`src/logic/dof_defs.vh`:
```
// Constants for the dual converter output formatter
`ifndef DOF_DEFS_VH
`define DOF_DEFS_VH
// ************************************************************
// Register port
// ************************************************************
`define DOF_ADDR_W 2
`define DOF_ADDR_CLKPH 2'h2
`define DOF_ADDR_OMODE 2'h3
`define DOF_ADDR_STAT 2'h0
`define DOF_CLKPH_RST 8'h00
`define DOF_OMODE_RST 8'h00
`define DOF_CLKPH_DCS 0
`define DOF_OMODE_LO 0
`define DOF_OMODE_HI 1
`define DOF_OMODE_TERM 2
`define DOF_CUR_LO 4
`define DOF_CUR_HI 6
// ************************************************************
// Modes and drive codes
// ************************************************************
`define DOF_MODE_FULL 2'h0
`define DOF_MODE_DDR_SE 2'h1
`define DOF_MODE_DDR_DIFF 2'h2
`define DOF_CUR_DEFAULT 3'h0
// Drive current in units of 0.05 mA
`define DOF_I_3P5 8'h46
`define DOF_I_4P0 8'h50
`define DOF_I_4P5 8'h5A
`define DOF_I_1P75 8'h23
`define DOF_I_2P1 8'h2A
`define DOF_I_2P5 8'h32
`define DOF_I_3P0 8'h3C
// ************************************************************
// Timing
// ************************************************************
`define DOF_REF_HZ 20000000
`define DOF_NAP_HZ 500000
`define DOF_NAP_CYC (`DOF_REF_HZ / `DOF_NAP_HZ)
`define DOF_LOCK_CYC 100
`define DOF_CNT_W 8
`endif

```
`src/logic/dof_formatter.v`:
```
// Output formatter for a two-channel sampling converter
//
// Decided for this implementation: the address-and-strobe port and the register offsets.
`timescale 1ns/100ps
`default_nettype none
`include "dof_defs.vh"
module dof_formatter (
  input wire ref_clk,
  input wire rstn,
  input wire [1:0] reg_addr,
  input wire [7:0] reg_wdata,
  input wire reg_wr,
  input wire reg_rd,
  output reg [7:0] reg_rdata,
  input wire par_mode,
  input wire par_dcs_pin,
  input wire par_mode_pin,
  input wire sample_clock_pos_input,
  input wire sample_clock_neg_input,
  input wire [11:0] chan_one_data,
  input wire [11:0] chan_two_data,
  input wire chan_one_out_of_range,
  input wire chan_two_out_of_range,
  input wire sample_valid,
  output wire sample_ready,
  output reg [11:0] chan_one_lines,
  output reg [11:0] chan_two_lines,
  output reg chan_one_overrange,
  output reg chan_two_overrange,
  output reg shared_overrange_line,
  output reg shared_overrange_neg,
  output reg [5:0] chan_one_bitpair_neg,
  output reg [5:0] chan_two_bitpair_neg,
  output reg forwarded_clock_pos,
  output reg forwarded_clock_neg,
  output reg nap,
  output reg single_ended_clock,
  output reg dcs_locked,
  output reg [1:0] out_mode,
  output reg [7:0] drive_current,
  output reg term_on
);
// ************************************************************
// Synchronisers
// ************************************************************
reg [1:0] pos_s;
reg [1:0] neg_s;
reg [1:0] pdcs_s;
reg [1:0] pmode_s;
reg [1:0] par_s;
reg pos_d;
always @(posedge ref_clk or negedge rstn) begin
  if (!rstn) begin
    pos_s <= 2'h0;
    // Idle high so reset does not fake a grounded negative input
    neg_s <= 2'h3;
    pdcs_s <= 2'h0;
    pmode_s <= 2'h0;
    par_s <= 2'h0;
    pos_d <= 1'b0;
  end else begin
    pos_s <= {pos_s[0], sample_clock_pos_input};
    neg_s <= {neg_s[0], sample_clock_neg_input};
    pdcs_s <= {pdcs_s[0], par_dcs_pin};
    pmode_s <= {pmode_s[0], par_mode_pin};
    par_s <= {par_s[0], par_mode};
    pos_d <= pos_s[1];
  end
end
wire clk_rise = pos_s[1] & ~pos_d;
wire clk_fall = ~pos_s[1] & pos_d;
// ************************************************************
// Registers
// ************************************************************
reg [7:0] clkph_reg;
reg [7:0] omode_reg;
always @(posedge ref_clk or negedge rstn) begin
  if (!rstn) begin
    clkph_reg <= `DOF_CLKPH_RST;
    omode_reg <= `DOF_OMODE_RST;
    reg_rdata <= 8'h00;
  end else begin
    if (reg_wr && reg_addr == `DOF_ADDR_CLKPH)
      clkph_reg <= reg_wdata;
    if (reg_wr && reg_addr == `DOF_ADDR_OMODE)
      omode_reg <= reg_wdata;
    if (reg_rd) begin
      case (reg_addr)
        `DOF_ADDR_CLKPH: reg_rdata <= clkph_reg;
        `DOF_ADDR_OMODE: reg_rdata <= omode_reg;
        `DOF_ADDR_STAT: reg_rdata <= {4'h0, dcs_locked,
          single_ended_clock, nap, term_on};
        default: reg_rdata <= 8'h00;
      endcase
    end else begin
      reg_rdata <= 8'h00;
    end
  end
end
// ************************************************************
// Configuration select
// ************************************************************
reg dcs_en;
reg [1:0] next_mode;
reg [2:0] cur_code;
reg term_req;
always @* begin
  if (par_s[1]) begin
    dcs_en = pdcs_s[1];
    // Pin strap reaches only full rate or DDR differential
    next_mode = pmode_s[1] ? `DOF_MODE_DDR_DIFF : `DOF_MODE_FULL;
    cur_code = `DOF_CUR_DEFAULT;
    term_req = 1'b0;
  end else begin
    dcs_en = clkph_reg[`DOF_CLKPH_DCS];
    next_mode = omode_reg[`DOF_OMODE_HI:`DOF_OMODE_LO];
    if (next_mode == 2'h3)
      next_mode = `DOF_MODE_FULL;
    cur_code = omode_reg[`DOF_CUR_HI:`DOF_CUR_LO];
    term_req = omode_reg[`DOF_OMODE_TERM];
  end
end
reg [7:0] next_current;
always @* begin
  case (cur_code)
    3'h0: next_current = `DOF_I_3P5;
    3'h1: next_current = `DOF_I_4P0;
    3'h2: next_current = `DOF_I_4P5;
    3'h4: next_current = `DOF_I_3P0;
    3'h5: next_current = `DOF_I_2P5;
    3'h6: next_current = `DOF_I_2P1;
    3'h7: next_current = `DOF_I_1P75;
    default: next_current = `DOF_I_3P5;
  endcase
  if (term_req)
    next_current = {next_current[6:0], 1'b0};
end
// ************************************************************
// Clock watch: nap, single-ended detect, stabilizer lock
// ************************************************************
reg [`DOF_CNT_W-1:0] gap_cnt;
reg [`DOF_CNT_W-1:0] lock_cnt;
reg [`DOF_CNT_W-1:0] per_cnt;
reg [`DOF_CNT_W-1:0] last_per;
always @(posedge ref_clk or negedge rstn) begin
  if (!rstn) begin
    gap_cnt <= {`DOF_CNT_W{1'b0}};
    lock_cnt <= {`DOF_CNT_W{1'b0}};
    per_cnt <= {`DOF_CNT_W{1'b0}};
    last_per <= {`DOF_CNT_W{1'b0}};
    nap <= 1'b1;
    single_ended_clock <= 1'b0;
    dcs_locked <= 1'b0;
    out_mode <= `DOF_MODE_FULL;
    drive_current <= `DOF_I_3P5;
    term_on <= 1'b0;
  end else begin
    out_mode <= next_mode;
    drive_current <= next_current;
    term_on <= term_req;
    // Logic low on the negative input stands for near ground
    single_ended_clock <= ~neg_s[1];
    if (clk_rise) begin
      gap_cnt <= {`DOF_CNT_W{1'b0}};
      nap <= 1'b0;
    end else if (gap_cnt >= `DOF_NAP_CYC) begin
      nap <= 1'b1;
    end else begin
      gap_cnt <= gap_cnt + 1'b1;
    end
    if (clk_rise) begin
      per_cnt <= {`DOF_CNT_W{1'b0}};
      last_per <= per_cnt;
    end else if (per_cnt != {`DOF_CNT_W{1'b1}}) begin
      per_cnt <= per_cnt + 1'b1;
    end
    // Period change of more than one tick restarts lock
    if (!dcs_en || nap) begin
      lock_cnt <= {`DOF_CNT_W{1'b0}};
      dcs_locked <= 1'b0;
    end else if (clk_rise) begin
      if (per_cnt > last_per + 1'b1 || per_cnt + 1'b1 < last_per) begin
        lock_cnt <= {`DOF_CNT_W{1'b0}};
        dcs_locked <= 1'b0;
      end else if (lock_cnt >= `DOF_LOCK_CYC - 1) begin
        dcs_locked <= 1'b1;
      end else begin
        lock_cnt <= lock_cnt + 1'b1;
      end
    end
  end
end
// Stabilizer: output clock half phase from measured period,
// so 30..70 percent input duty still gives 50 percent out
wire half_hit = dcs_en && per_cnt == {1'b0, last_per[`DOF_CNT_W-1:1]};
// ************************************************************
// Two-entry sample buffer
// ************************************************************
reg [25:0] buf_mem [0:1];
reg wp;
reg rp;
reg [1:0] fill;
reg ready_q;
wire take = clk_rise && !nap && fill != 2'h0;
wire [1:0] next_fill = fill + {1'b0, sample_valid && sample_ready} -
  {1'b0, take};
// Ready is registered from the next fill, so it still leaves a flop
assign sample_ready = ready_q;
always @(posedge ref_clk or negedge rstn) begin
  if (!rstn) begin
    wp <= 1'b0;
    rp <= 1'b0;
    fill <= 2'h0;
    ready_q <= 1'b1;
  end else begin
    if (sample_valid && sample_ready) begin
      // Flags ride with the data so latency matches
      buf_mem[wp] <= {chan_two_out_of_range, chan_one_out_of_range,
        chan_two_data, chan_one_data};
      wp <= ~wp;
    end
    if (take)
      rp <= ~rp;
    fill <= next_fill;
    ready_q <= next_fill != 2'h2;
  end
end
// ************************************************************
// Output formatting
// ************************************************************
reg [25:0] cur;
reg phase;
always @(posedge ref_clk or negedge rstn) begin
  if (!rstn) begin
    cur <= 26'h0;
    phase <= 1'b0;
  end else if (nap) begin
    phase <= 1'b0;
  end else begin
    if (take)
      cur <= buf_mem[rp];
    if (clk_rise)
      phase <= 1'b0;
    else if (dcs_en ? half_hit : clk_fall)
      phase <= 1'b1;
  end
end
integer i;
reg [5:0] one_pair;
reg [5:0] two_pair;
reg ovr_mux;
always @* begin
  one_pair = 6'h0;
  two_pair = 6'h0;
  for (i = 0; i < 6; i = i + 1) begin
    one_pair[i] = phase ? cur[2*i+1] : cur[2*i];
    two_pair[i] = phase ? cur[12+2*i+1] : cur[12+2*i];
  end
  ovr_mux = phase ? cur[24] : cur[25];
end
// Outputs change on clock edges: forwarded clock high = odd phase
always @(posedge ref_clk or negedge rstn) begin
  if (!rstn) begin
    chan_one_lines <= 12'h000;
    chan_two_lines <= 12'h000;
    chan_one_overrange <= 1'b0;
    chan_two_overrange <= 1'b0;
    shared_overrange_line <= 1'b0;
    shared_overrange_neg <= 1'b1;
    chan_one_bitpair_neg <= 6'h3F;
    chan_two_bitpair_neg <= 6'h3F;
    forwarded_clock_pos <= 1'b0;
    forwarded_clock_neg <= 1'b1;
  end else begin
    forwarded_clock_pos <= phase;
    forwarded_clock_neg <= ~phase;
    chan_one_lines <= 12'h000;
    chan_two_lines <= 12'h000;
    chan_one_overrange <= 1'b0;
    chan_two_overrange <= 1'b0;
    shared_overrange_line <= 1'b0;
    shared_overrange_neg <= 1'b1;
    chan_one_bitpair_neg <= 6'h3F;
    chan_two_bitpair_neg <= 6'h3F;
    case (out_mode)
      `DOF_MODE_FULL: begin
        chan_one_lines <= cur[11:0];
        chan_two_lines <= cur[23:12];
        chan_one_overrange <= cur[24];
        chan_two_overrange <= cur[25];
      end
      `DOF_MODE_DDR_SE: begin
        chan_one_lines <= {6'h00, one_pair};
        chan_two_lines <= {6'h00, two_pair};
        shared_overrange_line <= ovr_mux;
      end
      `DOF_MODE_DDR_DIFF: begin
        chan_one_lines <= {6'h00, one_pair};
        chan_two_lines <= {6'h00, two_pair};
        chan_one_bitpair_neg <= ~one_pair;
        chan_two_bitpair_neg <= ~two_pair;
        shared_overrange_line <= ovr_mux;
        shared_overrange_neg <= ~ovr_mux;
      end
      default: begin
        chan_one_lines <= 12'h000;
      end
    endcase
  end
end
endmodule // dof_formatter
`default_nettype wire

```
`config.mk`:
```
export PLATFORM = sky130hd
export DESIGN_NAME = dof_formatter
export DESIGN_NICKNAME = d
export VERILOG_FILES = /design/src/logic/dof_formatter.v
export VERILOG_INCLUDE_DIRS = /design/src /design/src/logic
export SDC_FILE = /design/constraint.sdc
export NUM_CORES = 1
export LEC_CHECK = 0
export CAP_MARGIN = 20
export CORE_UTILIZATION = 62
export DETAILED_ROUTE_END_ITERATION = 8
export DONT_BUFFER_PORTS = 1
export GPL_ROUTABILITY_DRIVEN = 0
export PLACE_DENSITY_LB_ADDON = 0.1
export SYNTH_ARGS = -nofsm -noshare
export SYNTH_HDL_FRONTEND = slang
export SYNTH_SLANG_ARGS = --single-unit
```
`constraint.sdc`:
```
create_clock -name ref_clk -period 3.6 [get_ports ref_clk]
set_clock_uncertainty 0.2 [all_clocks]
set_input_delay 0.72 -clock ref_clk [delete_from_list [all_inputs] [get_ports ref_clk]]
set_output_delay 0.72 -clock ref_clk [all_outputs]
set_load 0.05 [all_outputs]
```
* Word-level counts from Yosys, hierarchy flattened *
Memories as Yosys holds them, arrays and structs flattened. A register that Yosys moved wholly into a read port is not among the register bits.
Index checks and enable logic that the tools add are counted.

cells by class
  $add $sub $neg = 6
  equal/unequal tests = 16
  bitwise logic cells = 12
  reduce and logical (&&, ||, !) cells = 24
  mux-type cells = 51
  $lt $le $gt $ge = 4

operator list
  kind                                                  number
  two-way mux 8 bit                                     10
  case mux 12 bit (2 select lines)                      2
  case mux 7 bit (6 select lines)                       1
  adder 8 x 1 -> 8 bit (second input constant)          4
  two-way mux 1 bit                                     31
  case mux 8 bit (3 select lines)                       1
  equality test 3 bit (second input constant)           4
  two-way mux 6 bit                                     2
  inverter 6 bit                                        2
  equality test 2 bit (second input constant)           4
  equality test 8 x 7 -> 1 bit                          1
  >= comparator 8 x 6 -> 1 bit (second input constant)  1
  >= comparator 8 x 7 -> 1 bit (second input constant)  1
  > comparator 8 bit                                    1
  less-than comparator 8 bit                            1
  != test 8 bit (second input constant)                 1
  inverter 1 bit                                        8
  nonzero test 2 bit                                    4
  logical AND 1 bit                                     7
  two-way mux 2 bit                                     3
  AND reduction 2 bit                                   3
  nonzero test 3 bit                                    2
  zero test 2 bit                                       2
  != test 2 bit (second input constant)                 2
  11 further kinds                                      15

word-level totals
  register bits = 129
  word-level logic and storage cells = 148
  RAM bits = 52
  memories = 1
  bits of input ports = 46
  output and inout port bits = 65

memories
  memory   words  bits a word  rd ports  clocked after Yosys merged registers in  write ports  line                 RTL
  buf_mem  2      26           1         1                                        1            dof_formatter.v:199  reg [25:0] buf_mem [0:1];

* Longest topological paths before layout *
  depth after elaboration = 6
  mapped depth = 11
  depth with buffers taken out = 11

* Worst setup path after synthesis *
No wires, ideal clock.

  path kind = register to register
  start point = register last_per[2]
  end point = register lock_cnt[3]
  data required time = 3304 ps
  buffers on the path = 0
  path slack = 950 ps
  data arrival time = 2354 ps
  setup time = 96 ps
  period minus slack after synthesis = 2650 ps
  cell stages (with the launch flop) = 11
  path through = dfrtp_1 inv_1 nor4_1 nand4_1 xnor2_1 ha_1 nand4_1 or2_2 o21ai_0 nand3_1 o31ai_1

between the ends
  longest elaborated chain between the ends = 6
  elaborated cells between the ends (all ways) = 9
  those cells by class = add/sub (1); order compare (2); eq/ne (1); mux (3); reduce/logical (2)

RTL lines
  element                 line                 RTL
  from (decl)             dof_formatter.v:144  reg [`DOF_CNT_W-1:0] last_per;
  from (signal assigned)  dof_formatter.v:150  last_per <= {`DOF_CNT_W{1'b0}};
  from (signal assigned)  dof_formatter.v:173  last_per <= per_cnt;
  adder 8 x 1 -> 8 bit    dof_formatter.v:182  if (per_cnt > last_per + 1'b1 || per_cnt + 1'b1 < last_per) begin
  > comparator 8 bit      dof_formatter.v:182
  logical OR 1 bit *      dof_formatter.v:182
  two-way mux 8 bit       dof_formatter.v:182
  two-way mux 8 bit       dof_formatter.v:181  end else if (clk_rise) begin
  two-way mux 8 bit       dof_formatter.v:178  if (!dcs_en || nap) begin
  to (signal assigned)    dof_formatter.v:179  lock_cnt <= {`DOF_CNT_W{1'b0}};
  to (signal assigned)    dof_formatter.v:183  lock_cnt <= {`DOF_CNT_W{1'b0}};
  to (signal assigned)    dof_formatter.v:188  lock_cnt <= lock_cnt + 1'b1;
  to (decl)               dof_formatter.v:142  reg [`DOF_CNT_W-1:0] lock_cnt;

Mark *: on every way between the ends. The rest lies on a longest branch, timed or not. The select of a mux whose other input is x is not followed.
A chain may end at the register's enable or synchronous reset.

* Worst setup path in the final report *
  start point = register last_per[2]
  end point = register lock_cnt[6]

The elaborated chain is that of the path after synthesis.

==> results.cfg <==
[setup_path]
critPathCaptureType = flip-flop
slowest_stage = o21ai_0
crit_path_cell_trace = inv_1 > nor4_1 > nand4_1 > xnor2_1 > ha_1 > a21oi_1 > o21ai_0 > o21ai_0 > nand3_1 > o32ai_1
critPathMaxStageDelay_ns = 0.48
crit_top_cell = o21ai_0
cp.arrival_ns = 3.36
reg2regPathDepth = 10
required_ns = 3.78
critPathMaxFanout = 5
r2r_setup_slack_ns = 0.42
worstSetupPathType = flip-flop to flip-flop
worstSetupStartpointType = flip-flop

[floorplan]
die_w_um = 118.6
dieArea_mm2 = 0.01407
fp.coreArea_mm2 = 0.01324
fp-row-count = 42
ios = 111
initial_core_util_pct = 63.65
die_h_um = 118.6

[timing]
finalSetupViolCount = 0
max_freq_mhz = 314.0
period_minus_slack_ns = 3.185
slew_headroom_pct = 45.31
finalSetupTns_ns = 0
period_share_pct = 88.47
hold_viol_final = 150
rsz0062_at_grt = no
drv_slew = 0
whs_ns = -0.2795
worst_pin_slew_ns = 0.8204

[finish]
area_delta_synth_final_pct = 9.900
fin_area_mm2 = 0.009264
largest-register = buf_mem
drive_gt1_share_pct = 15.00
num_antenna_cells = 0
reg_top3 = buf_mem x52, cur x26
layout.nets = 737
largest_register_ffs = 52
nFillCells = 920

[clock_tree]
clk_pin_slew_ns = 0.06
cts.path.max_buffers = 3
cts_made_buffers = 21
cts_tree = done
htreeDepth = 1
clkSinkCount = 207
insertion_delay_ns = 0.49
cts_root_buffer = clkbuf_16
postCtsSetupRepairBufs = 0

[global_route]
grt_pass1_wl_um = 26040
grt_max_degree = 157
track_usage_pct = 23.47
grt_pass1_vias = 5042
antenna_found_initial = 0
grt_overflow = 0

[synth]
synthFlopType = dfrtp_1
synth_nets = 740
synth_edf_count = 52
syn_area_per_cell_um2 = 12.62
synth-seq-cells = 207
yosysWarnings = 0
yosys.cell_types.count = 43
yosysSeqAreaShare_pct = 64.85
syn_area_mm2 = 0.008429
syn_inst = 668
synthArstFlopShare_pct = 74.88

[run_status]
status = finished, violations left
violations = hold timing

[min_path]
hold_path.class = input pin to async pin

[routing]
firstDrtPassIters = 5
wl_per_cell_um = 18.40
wirelength_um = 15750
vias = 5021
drt-initial-drc-count = 331
postRouteAntennaNets = 0
drcViolationCount = 0
via_per_inst = 5.866

[placement]
io_buffers = 0
post-dp-hpwl_um = 10360
placed_area_mm2 = 0.008581

[pwr]
leakage_nw = 3.959
ir_drop_mv = 0.5250
power_mw = 7.739
p_per_area_mw_per_mm2 = 835.4

[flow_run]
maxCapViolCount = 0
[cells in the final DEF (no fill, tap or decap), types with 3 or more instances in the layout]
cell type and n:
a31oi_1 3, nor2b_1 9, a21oi_1 46, a22oi_1 15, edfxtp_1 52, o21a_1 4
nand2b_1 5, mux2i_1 33, dfrtp_1 134, mux2_2 34, nor2_1 63, buf_4 5
xnor2_1 20, o21ai_0 15, nor3_1 7, xor2_1 11, nand2_1 45, o22ai_1 3
clkinv_2 6, ha_1 26, nand4_1 6, clkbuf_16 21, nand3_1 11, a32oi_1 4
inv_1 28, and2_1 15, a211oi_1 3, dfstp_2 21
[layer usage]
layer  GRT usage [%]  up-vias  wire, um
li1                -     2307         -
met1           32.13     2515      6572
met2           37.17      168      7626
met3           5.985       31      1222
met4           7.199        0       327
met5               0        -         0
[timing repair]
action	4_1_cts	5_1_grt
gates resized for setup	0	0
setup endpoints to repair	0	0
endpoints found under the hold margin	155	155
[power by group]
part | leakage [nW] | total (mW) | switching [mW] | internal (mW)
sequential | 2.35 | 4.23 | 1.23 | 3.00
clock | 0.339 | 2.11 | 0.848 | 1.26
combinational | 1.27 | 1.40 | 0.744 | 0.657
total | 3.96 | 7.74 | 2.82 | 4.92
[worst paths after layout]
check / from / endpoint
max: last_per[2]$_DFFE_PN0P_ / lock_cnt[6]$_DFFE_PN0P_
min: rstn / chan_one_lines[8]$_DFF_PN0_
max reg2reg: last_per[2]$_DFFE_PN0P_ / lock_cnt[6]$_DFFE_PN0P_
min reg2reg: pmode_s[0]$_DFF_PN0_ / pmode_s[1]$_DFF_PN0_
max in group asynchronous: rstn / sample_ready$_DFF_PN1_
min in group ref_clk: sample_clock_neg_input / neg_s[0]$_DFF_PN1_
[logic make-up after synthesis]
| group | Yosys count | share of synthesized area, % |
|---|---|---|
| compound gates | 101 | 7.154 |
| xor+xnor | 31 | 3.221 |
| fa+ha+maj | 26 | 3.859 |
| buf+inv | 59 | 2.687 |
| flops | 207 | 64.85 |
| mux | 67 | 8.461 |
| simple gates | 177 | 9.767 |
[cell type report]
cell class                 count  area [um^2]  area share (%)
sequential                   207         5466           59.01
multi-input combinational    402         2751           29.70
clock buffer                  25        560.5           6.051
tap                          176        220.2           2.377
clock inverter                13        122.6           1.324
inverter                      28        105.1           1.135
timing repair buffer           5        37.54          0.4052
[synth_stat cells, types with 2 or more instances]
cell      count  area (um^2)
nor2_1       66        247.7
dfrtp_1     134         3353
a31oi_1       3        18.77
xnor2_1      20        175.2
nand3_1      11        55.05
and3_1        2        12.51
and2_1       15        93.84
a21oi_1      46        230.2
edfxtp_1     52         1562
buf_2         4        20.02
or2_2         2        12.51
a22oi_1      15        112.6
o22ai_1       3        18.77
nand2b_1      5        31.28
dfstp_2      21        551.8
ha_1         26        325.3
buf_1         2        7.510
nor3_1        7        35.03
or4_1         2        15.01
xor2_1       11        96.34
mux2i_1      33        330.3
mux2_2       34        382.9
nand4_1       6        37.54
o31ai_1       2        15.01
a211oi_1      3        22.52
o21ai_0      15        75.07
a32oi_1       4        35.03
o211ai_1      2        15.01
o21a_1        4        30.03
nand2_1      45        168.9
inv_1        28        105.1
clkbuf_1     25        93.84
nor2b_1      10        62.56
[critical path: cells and delay by family, from the launching register on]
kind,cells,cell delay [ns]
AO/OA/AOI/OAI,4,0.99
XOR/XNOR,1,0.16
adder cells (fa/ha/maj),1,0.31
buffers and inverters,1,0.10
flip-flops,1,0.42
AND/OR/NAND/NOR,3,0.92
[stage by stage]
step           util (%)  hold slack, ns  worst slack (ns)  instances
5_1_grt           69.95         -0.2984            0.1467        856
6_report          69.95         -0.2795            0.4151        856
2_1_floorplan         -          0.1312            0.9504        668
3_5_place_dp      64.80          0.1358            0.4752        818
4_1_cts           69.95         -0.2911            0.4470        856
3_3_place_gp      64.80          0.1352            0.7205        818
Power figures use the tool's default switching activity.
